File: src/pkg/ffp_pkg.sv
/*
 * Constants and carrier types for the fast programming command handler.
 * Assumes a single 25 MHz core clock and a synchronous active-high reset.
 */
package ffp_pkg;

	// ---------------------------------------------------------------
	// Mode field codes
	// ---------------------------------------------------------------
	localparam logic [3:0] MODE_CMD  = 4'h0;
	localparam logic [3:0] MODE_A0   = 4'h1;
	localparam logic [3:0] MODE_A1   = 4'h2;
	localparam logic [3:0] MODE_A2   = 4'h3;
	localparam logic [3:0] MODE_A3   = 4'h4;
	localparam logic [3:0] MODE_DATA = 4'h5;

	// ---------------------------------------------------------------
	// Command opcodes (arbitrary neutral encodings)
	// ---------------------------------------------------------------
	localparam logic [7:0] OP_ERASE_ALL        = 8'h01;
	localparam logic [7:0] OP_SET_LOCK         = 8'h02;
	localparam logic [7:0] OP_CLEAR_LOCK       = 8'h03;
	localparam logic [7:0] OP_GET_LOCK         = 8'h04;
	localparam logic [7:0] OP_SET_GP           = 8'h05;
	localparam logic [7:0] OP_CLEAR_GP         = 8'h06;
	localparam logic [7:0] OP_GET_GP           = 8'h07;
	localparam logic [7:0] OP_SET_SECURITY     = 8'h08;
	localparam logic [7:0] OP_WMEM             = 8'h09;
	localparam logic [7:0] OP_GET_VERSION      = 8'h0A;
	localparam logic [7:0] OP_PAGE_WRITE_LOCK  = 8'h0B;
	localparam logic [7:0] OP_ERASE_WRITE_LOCK = 8'h0C;

	// Version value, arbitrary
	localparam logic [15:0] VERSION = 16'h0001;
	localparam int          ADDR_W  = 32;

	// Write request towards the memory system
	typedef struct packed {
		logic [ADDR_W-1:0] addr;
		logic [15:0]       data;
	} ffp_wr_t;

endpackage : ffp_pkg

File: src/rtl/ffp_cmd.sv
/*
 * Fast programming command handler: decodes handshakes and keeps lock,
 * general bits and security. Assumes the memory system accepts one write
 * per cycle and the erase pin comes from outside the clock domain.
 */
// Local design decisions: the strobed register port and the address map.
// Function
// - Full erase is dropped entirely while any lock bit is set
// - Full erase is opcode entry then a data phase of zero
// - Set-lock activates each lock bit whose mask bit is one
// - Clear-lock deactivates each lock bit whose mask bit is one
// - Page write and lock variants set the region lock bit
// - Get-lock returns lock mask on one read handshake
// - Set-general activates general bits selected by mask
// - Clear-general deactivates selected general bits, others unchanged
// - Get-general returns general bit mask on one read handshake
// - Set-security with data zero locks out every further command
// - Security clears only by erase pin event after erasing flash
// - Memory write may target any address in the map
// - Memory write auto-increments address; new address phases reload it
// - Get-version supplies the version value on one read handshake
// - New command entry first completes the previous command and flushes
// - On read, drive bus once output enable falls, then assert valid low
`timescale 1ns/1ps
module ffp_cmd
	import ffp_pkg::*;
#(
	parameter int DW     = 16,
	parameter int NLOCK  = 16,
	parameter int NGP    = 8,
	parameter int LREG_W = 4
) (
	// Clock and reset
	input  wire logic                    clk,
	input  wire logic                    rst,
	// Programmer pins
	input  wire logic [3:0]              mode,
	input  wire logic [DW-1:0]           data_in,
	output logic      [DW-1:0]           data_out,
	output logic                         data_oe,
	input  wire logic                    command_strobe_n,
	input  wire logic                    output_enable_n,
	output logic                         data_valid_n,
	output logic                         ready_n,
	input  wire logic                    erase_pin,
	// Memory system side
	output ffp_pkg::ffp_wr_t             mem_wr,
	output logic                         mem_wr_en,
	output logic                         flush_req,
	output logic                         erase_all_req,
	input  wire logic [LREG_W-1:0]       page_region,
	output logic                         port_disabled
);
	import ffp_pkg::*;

	// Elaboration checks: bus width and bit counts must fit the logic
	if (!(DW == 8 || DW == 16)) begin : g_dw_chk
		$error("DW must be 8 or 16");
	end
	if (NLOCK > DW || NGP > DW) begin : g_bits_chk
		$error("bit counts exceed bus width");
	end
	if ((1 << LREG_W) < NLOCK) begin : g_region_chk
		$error("LREG_W too narrow");
	end

	localparam int APH = ADDR_W / DW;

	// ---------------------------------------------------------------
	// Pin synchronisers: three stages, change counted when 2 and 3 agree
	// ---------------------------------------------------------------
	logic [2:0] cs_s_r, oe_s_r, er_s_r;
	logic       cs_r, oe_r, er_r;
	always_ff @(posedge clk) begin
		if (rst) begin
			cs_s_r <= 3'h7;
			oe_s_r <= 3'h7;
			er_s_r <= 3'h0;
			cs_r   <= 1'b1;
			oe_r   <= 1'b1;
			er_r   <= 1'b0;
		end else begin
			cs_s_r <= {cs_s_r[1:0], command_strobe_n};
			oe_s_r <= {oe_s_r[1:0], output_enable_n};
			er_s_r <= {er_s_r[1:0], erase_pin};
			if (cs_s_r[1] == cs_s_r[2]) cs_r <= cs_s_r[2];
			if (oe_s_r[1] == oe_s_r[2]) oe_r <= oe_s_r[2];
			if (er_s_r[1] == er_s_r[2]) er_r <= er_s_r[2];
		end
	end

	// Mode and data are stable while the strobe is low, so no sync needed
	wire cs_fall = cs_s_r[1] == 1'b0 && cs_s_r[2] == 1'b0 && cs_r;
	wire oe_fall = oe_s_r[1] == 1'b0 && oe_s_r[2] == 1'b0 && oe_r;
	wire er_rise = er_s_r[1] && er_s_r[2] && !er_r;

	// ---------------------------------------------------------------
	// Command state
	// ---------------------------------------------------------------
	logic [7:0]         op_r, op_nxt;
	logic [ADDR_W-1:0]  addr_r, addr_nxt;
	logic [NLOCK-1:0]   lock_r, lock_nxt;
	logic [NGP-1:0]     gp_r, gp_nxt;
	logic               sec_r, sec_nxt;
	logic               erased_r, erased_nxt;
	logic [DW-1:0]      dout_r, dout_nxt;
	logic               oe_drv_r, oe_drv_nxt;
	logic               vld_n_r, vld_n_nxt;
	logic               rdy_n_r, rdy_n_nxt;
	ffp_wr_t            wr_r, wr_nxt;
	logic               wr_en_r, wr_en_nxt, flush_r, flush_nxt, erase_r, erase_nxt;

	// Cut a bus word down to a lock mask of NLOCK bits
	function automatic logic [NLOCK-1:0] lmask(input logic [DW-1:0] d);
		lmask = NLOCK'(d);
	endfunction : lmask

	// Next-state: one handshake decoded per strobe fall
	always_comb begin
		op_nxt     = op_r;
		addr_nxt   = addr_r;
		lock_nxt   = lock_r;
		gp_nxt     = gp_r;
		sec_nxt    = sec_r;
		erased_nxt = erased_r;
		dout_nxt   = dout_r;
		oe_drv_nxt = oe_drv_r;
		vld_n_nxt  = vld_n_r;
		rdy_n_nxt  = rdy_n_r;
		wr_nxt     = wr_r;
		wr_en_nxt  = 1'b0;
		flush_nxt  = 1'b0;
		erase_nxt  = 1'b0;
		// Erase pin: wipe flash first, clear security once it is gone
		if (er_rise) begin
			erase_nxt  = 1'b1;
			erased_nxt = 1'b1;
			lock_nxt   = '0;
		end else if (erased_r) begin
			sec_nxt    = 1'b0;
			erased_nxt = 1'b0;
		end
		// Ready follows the strobe; refused while secured
		if (cs_fall && !sec_r) rdy_n_nxt = 1'b0;
		else if (cs_r) rdy_n_nxt = 1'b1;
		if (cs_fall && !sec_r) begin
			unique case (mode)
				MODE_CMD: begin
					// Previous command closes and page buffer flushes
					flush_nxt = 1'b1;
					op_nxt    = data_in[7:0];
				end
				MODE_A0, MODE_A1, MODE_A2, MODE_A3: begin
					// Lowest phase first, each filling its slice
					for (int i = 0; i < APH; i++)
						if (mode - MODE_A0 == 4'(i))
							addr_nxt[i*DW +: DW] = data_in;
				end
				MODE_DATA: begin
					unique case (op_r)
						OP_ERASE_ALL: if (data_in == '0 && lock_r == '0) erase_nxt = 1'b1;
						OP_SET_LOCK: lock_nxt = lock_r | lmask(data_in);
						OP_CLEAR_LOCK: lock_nxt = lock_r & ~lmask(data_in);
						OP_SET_GP: gp_nxt = gp_r | NGP'(data_in);
						OP_CLEAR_GP: gp_nxt = gp_r & ~NGP'(data_in);
						OP_SET_SECURITY: if (data_in == '0) sec_nxt = 1'b1;
						OP_GET_LOCK: dout_nxt = DW'(lock_r);
						OP_GET_GP: dout_nxt = DW'(gp_r);
						OP_GET_VERSION: dout_nxt = DW'(VERSION);
						OP_WMEM, OP_PAGE_WRITE_LOCK, OP_ERASE_WRITE_LOCK: begin
							// Any address, word after word
							wr_nxt    = '{addr: addr_r, data: data_in};
							wr_en_nxt = 1'b1;
							addr_nxt  = addr_r + ADDR_W'(1);
							if (op_r != OP_WMEM)
								lock_nxt[page_region] = 1'b1;
						end
						default: ;
					endcase
				end
				default: ;
			endcase
		end
		// Read phase: drive bus, then valid; release on output enable high
		if (oe_fall && !sec_r) begin
			oe_drv_nxt = 1'b1;
		end else if (oe_drv_r && vld_n_r && !oe_r) begin
			vld_n_nxt = 1'b0;
		end else if (oe_r) begin
			oe_drv_nxt = 1'b0;
			vld_n_nxt  = 1'b1;
		end
	end

	// Register update
	always_ff @(posedge clk) begin
		if (rst) begin
			op_r     <= 8'h00;
			addr_r   <= '0;
			lock_r   <= '0;
			gp_r     <= '0;
			sec_r    <= 1'b0;
			erased_r <= 1'b0;
			dout_r   <= '0;
			oe_drv_r <= 1'b0;
			vld_n_r  <= 1'b1;
			rdy_n_r  <= 1'b1;
			wr_r     <= '0;
			wr_en_r  <= 1'b0;
			flush_r  <= 1'b0;
			erase_r  <= 1'b0;
		end else begin
			op_r     <= op_nxt;
			addr_r   <= addr_nxt;
			lock_r   <= lock_nxt;
			gp_r     <= gp_nxt;
			sec_r    <= sec_nxt;
			erased_r <= erased_nxt;
			dout_r   <= dout_nxt;
			oe_drv_r <= oe_drv_nxt;
			vld_n_r  <= vld_n_nxt;
			rdy_n_r  <= rdy_n_nxt;
			wr_r     <= wr_nxt;
			wr_en_r  <= wr_en_nxt;
			flush_r  <= flush_nxt;
			erase_r  <= erase_nxt;
		end
	end

	// Outputs straight from flip-flops
	assign data_out      = dout_r;
	assign data_oe       = oe_drv_r;
	assign data_valid_n  = vld_n_r;
	assign ready_n       = rdy_n_r;
	assign mem_wr        = wr_r;
	assign mem_wr_en     = wr_en_r;
	assign flush_req     = flush_r;
	assign erase_all_req = erase_r;
	assign port_disabled = sec_r;
endmodule : ffp_cmd

File: config.mk
export PLATFORM = sky130hd
export DESIGN_NAME = ffp_cmd
export DESIGN_NICKNAME = d
export VERILOG_FILES = /design/src/pkg/ffp_pkg.sv /design/src/rtl/ffp_cmd.sv
export SDC_FILE = /design/constraint.sdc
export NUM_CORES = 1
export LEC_CHECK = 0
export BUFFER_PORTS_ARGS = -buffer_cell sky130_fd_sc_hd__buf_2
export CELL_PAD_IN_SITES_DETAIL_PLACEMENT = 1
export CELL_PAD_IN_SITES_GLOBAL_PLACEMENT = 2
export CORE_ASPECT_RATIO = 2
export CORE_UTILIZATION = 34
export DETAILED_ROUTE_END_ITERATION = 12
export GPL_TIMING_DRIVEN = 0
export PLACE_DENSITY = 0.87
export SLEW_MARGIN = 20
export SYNTH_ARGS = -nofsm -noshare
export SYNTH_HDL_FRONTEND = slang
export SYNTH_SLANG_ARGS = --single-unit
File: constraint.sdc
create_clock -name clk -period 2.7 [get_ports clk]
set_clock_uncertainty 0.1 [all_clocks]
set_input_delay 0.135 -clock clk [delete_from_list [all_inputs] [get_ports clk]]
set_output_delay 0.135 -clock clk [all_outputs]
set_load 0.02 [all_outputs]
* Yosys cells after proc, flatten, opt, wreduce, memory -nomap -nowiden
Cells that the tools add are included. Widths: inputs -> output; s select.
Word-level totals: logic and storage cells 136, bits of input ports 29, ROM bits 0, output and inout port bits 71, memories kept 0, bits in latches 0, memory bits (writable) 0, flip-flop bits (word level) 148
Cells by class: equal/unequal tests 26, reduce and logical (&&, ||, !) cells 37, shift operators 0, multiplexer cells 33, magnitude comparators 2, divide/modulo/power cells 0, $mul 0, bitwise logic cells 14, add/subtract/negate cells 2
Operator list (count):
- $mux 16 | 6
- $pmux 16 s3 | 2
- $pmux 32 s2 | 1
- $eq 8x4->1 const B | 5
- $add 32x1->32 const B | 1
- $eq 8x3->1 const B | 4
- $logic_not 16->1 | 2
- $mux 32 | 1
- $or 16x16->16 | 2
- $mux 1 | 21
- $and 16x16->16 | 1
- $eq 8x2->1 const B | 2
- $not 16->16 | 1
- $pmux 8 s2 | 1
- $logic_and 1x1->1 | 12
- $reduce_bool 2->1 | 5
- $reduce_and 3->1 | 3
- $and 8x8->8 | 1
- $eq 4x1->1 const B | 2
- $eq 4x2->1 const B | 2
- $eq 4x3->1 const B | 2
- $eq 8x1->1 const B | 1
- $logic_not 4->1 | 2
- $ne 2x2->1 const B | 4
- 16 further kinds | 30

* Longest topological paths before layout
word-level depth 9, mapped depth 11, gate-level depth less buffers 7

* Worst setup path before layout
OpenSTA, ideal clock, no wires.
path kind register to register, from register op_r[7], to register lock_r[10], period minus slack after synthesis 2092 ps, data required time 2483 ps, path buffers 1, path slack 608 ps, arrival 1875 ps, library setup time 117 ps, cell stages (with the launch flop) 7, path through dfxtp_1 nor4_4 nand3_2 or2_1 and3_1 buf_2 a22o_1
Between the ends: cells in the longest elaborated chain, start to end 5, elaborated cells on any way between the ends 11, classes of those cells 6 x eq/ne; 4 x mux; 1 x reduce/logical
Ends and longest elaborated chain:
- start: declaration | line ffp_cmd.sv:100 | logic [7:0] op_r, op_nxt;
- start signal: assignment | line ffp_cmd.sv:213 | op_r <= op_nxt;
- $eq 8x4->1 or $ne 8x4->1 (tied branches) | line ffp_cmd.sv:160, ffp_cmd.sv:175
- $reduce_or 3->1 or $mux 16 (tied branches) | line ffp_cmd.sv:160, ffp_cmd.sv:175
- $pmux 16 s3 * | line ffp_cmd.sv:160 | unique case (op_r)
- $mux 16 * | line ffp_cmd.sv:147 | unique case (mode)
- $mux 16 * | line ffp_cmd.sv:146 | if (cs_fall && !sec_r) begin
- end signal: assignment | line ffp_cmd.sv:215 | lock_r <= lock_nxt;
- end: declaration | line ffp_cmd.sv:102 | logic [NLOCK-1:0] lock_r, lock_nxt;
Mark *: on every way between the ends. The rest lies on a longest branch, timed or not. A chain may end at the register's enable or synchronous reset.

* Final worst setup path
from register addr_r[8], to register addr_r[25]
Between the ends: cells in the longest elaborated chain, start to end 3
Ends and longest elaborated chain:
- start: declaration | line ffp_cmd.sv:101 | logic [ADDR_W-1:0] addr_r, addr_nxt;
- start signal: assignment | line ffp_cmd.sv:214 | addr_r <= addr_nxt;
- $add 32x1->32 | line ffp_cmd.sv:174 | addr_nxt = addr_r + ADDR_W'(1);
- $mux 32 | line ffp_cmd.sv:160
- $pmux 32 s2 | line ffp_cmd.sv:147
No other way between the ends. The select of a mux whose other input is x is not followed.

==> impl_metrics.yaml <==
outcome:
  status: "finished clean"
logic_synthesis:
  yosys.area.top_type: "dfxtp_1"
  synth.avg_cell_area_um2: 8.24
  syn_inst: 824
  synth_top_flop_cell: "dfxtp_1"
  netlist.area_leader.share_pct: 43.6
  seq_area_frac_synth_pct: 43.6
  netlist_top_cells_count: "nand2_1, dfxtp_1, a21oi_1"
  synth_most_common_cell: "nand2_1"
  yosysUniqueCellTypes: 73
  yosysWarnings: 0
  synth_edf_count: 0
  synth_nets: 857
  async_flop_share_pct: 0
  ys_top_cells_by_area: "dfxtp_1, nand2_1, a21oi_1"
  netlist_area_um2: 6790
  synth_seq_cells: 148
detailed_routing:
  post_drt_wl_per_cell_um: 21.4
  routed_wl_mm: 26.0
  firstDrtPassIters: 5
  drt_iter0_markers: 316
  drcViolationCount: 0
  via_count: 6872
  avgViaCountPerCell: 5.65
  ant_nets: 0
worst_setup_path:
  worstPathMaxFanout: 9
  path_class: "register to register"
  startpoint_type: "register"
  timing.rr.start: "addr_r[8]"
  r2r_setup_slack_ns: 0.14
  worstPathRequired_ns: 2.89
  endpoint_kind: "register"
  crit_arrival_ns: 2.75
  ff2ff_path_depth: 6
  r2r-end: "addr_r[25]"
min_path:
  hold-path-cell-count: 3
  hp-class: "input pin to register"
  whs_endpoint: "lock_r[8]"
  min_from: "page_region[0]"
clock_tree:
  cts-root-buf: "clkbuf_16"
  cts_tree: "done"
  clockBufferDepth: 2
  h-tree-depth: 4
  clkTransAtPathRegs_ns: 0.06
  clock_sinks: 148
  clock_latency_ns: 0.44
  numCtsBuffers: 17
grt:
  antenna_found_initial: 0
  grtUsageTotal_pct: 26.0
  grt_max_degree: 17
  top_usage_layer: "met2"
  grt_pass1_vias: 7068
  met2_usage_pct: 48.5
  grt-ovfl-total: 0
  grt_pass1_wl_mm: 39.3
  met3_usage_pct: 3.39
  grtUsageMet1_pct: 25.1
sta:
  whs_ns: 0.0550
  hold_viol: 0
  max_freq_mhz: 391
  rsz0062_at_grt: "false"
  fin_crit_sh_pct: 94.7
  drv_slew: 0
  tightest_slew_ns: 0.755
  relSlewSlack_pct: 49.2
  setup_viol: 0
  fin_setup_tns_ns: 0
  period_minus_slack_ns: 2.56
power:
  p_leak_nw: 3.11
  ir_drop_v: 0.000378
  cellPowerDensity_nw_per_um2: 570
placement:
  gp_congestion: 0.920
  dp_cells: 1173
  place_hpwl_mm: 20.0
  io_buffers: 90
floorplanning:
  start_util_pct: 34.9
  die_h_um: 202
  ios: 100
  fp-row-count: 72
  die-area_um2: 20600
  dieWidth_um: 102
  coreArea_um2: 19500
cells_and_area:
  post_route_cells_drive_above_1_share_pct: 17.2
  syn_to_final_growth_pct: 21.7
  fillCellCount: 2458
  diodes: 0
  postLayoutCoreUtil_pct: 42.5
  seqCellArea_um2: 2960
  final_cells: 1216
  multi_input_area_um2: 3520
  nets: 978
run:
  cap_violations: 0
-- worst max-delay path by stage --
| stage | from | to | slack, ns | depth (start not counted) |
|---|---|---|---|---|
| 2_1_floorplan | op_r[7] | lock_r[10] | 0.61 | 6 |
| 3_3_place_gp | op_r[7] | data_out[0] | -0.14 | 6 |
| 3_5_place_dp | cs_s_r[1] | data_out[0] | -0.16 | 10 |
| 4_1_cts | cs_s_r[1] | data_out[0] | 0.004 | 10 |
| 5_1_grt | op_r[3] | data_out[0] | 0.06 | 7 |
| 6_report | addr_r[8] | addr_r[25] | 0.14 | 6 |
-- worst max-delay path, cell delays in order, from the launching register on --
cell and delay (ns):
dfxtp_1 0.31, clkbuf_1 0.30, nand4_1 0.36, nor4_1 0.64, nand3_1 0.27, o21ai_0 0.27
a2111oi_1 0.16
-- routing by layer --
layer,wire [um],up-vias
met1,9000,3332
met3,1020,93
met5,0,-
li1,-,3234
met4,1720,0
met2,14200,213
-- what timing repair did --
action                                  in CTS  in global routing
pin swaps                                    1                  0
resized for setup                            3                  1
hold buffers                                12                  0
endpoints found under the setup margin      21                 16
endpoints found under the hold margin       13                  0
buffers inserted                             1                  0
-- flip-flops by register name (all words and copies together), names as in the netlist, 3 cells and up, named ones only --
| register | count |
|---|---|
| data_out | 16 |
| cs_s_r | 3 |
| lock_r | 16 |
| op_r | 8 |
| er_s_r | 3 |
| oe_s_r | 3 |
| addr_r | 32 |
| mem_wr | 48 |
-- layout make-up --
cell class                 instances  area share [%]
timing repair buffer             103            7.00
tap                              259            3.92
inverter                          12           0.545
sequential                       148            35.9
buffer                            62            3.24
multi-input combinational        601            42.6
clock inverter                     8           0.924
clock buffer                      23            5.91
-- power by group --
part | total [W] | internal (W) | switching, W
clock network | 0.00229 | 0.00135 | 0.000932
registers | 0.00219 | 0.00219 | 0.00000343
logic | 0.000231 | 0.0000684 | 0.000163
total | 0.00471 | 0.00361 | 0.00110
-- kinds of logic (layout without fill, tap and decap cells) --
group / after synthesis / count (layout) / synth area share [%]
buffers and inverters: 75 / 208 / 4.61
XOR/XNOR: 1 / 1 / 0.129
AO/OA/AOI/OAI: 242 / 242 / 23.7
adder cells (fa/ha/maj): 4 / 4 / 0.737
AND/OR/NAND/NOR: 330 / 330 / 23.7
flip-flops: 148 / 148 / 43.6
multiplexers: 24 / 24 / 3.54
-- cells in the final DEF, fill, tap and decap left out, types with 10 or more instances in the layout --
master and instances:
a21oi_1 90, nand4_1 10, a22o_1 13, nor4_1 15, dlygate4sd3_1 12, nor3_1 16, mux2i_1 24, o22ai_1 15
buf_2 103, clkbuf_1 42, clkbuf_16 17, a211oi_1 19, inv_1 11, nor2_1 54, o21ai_0 34, nand3_1 19
nand2_1 149, dfxtp_1 148
-- through the flow --
step | total power (W) | instance area, um2 | setup WS (ns)
after floorplan | 0.00235 | 6790 | 0.608
after global placement | 0.00245 | 7570 | -0.143
after detailed placement | 0.00246 | 7570 | -0.157
after CTS | 0.00476 | 8260 | 0.00366
after global routing | 0.00484 | 8260 | 0.0627
final | 0.00471 | 8260 | 0.144
Power figures use the tool's default switching activity.
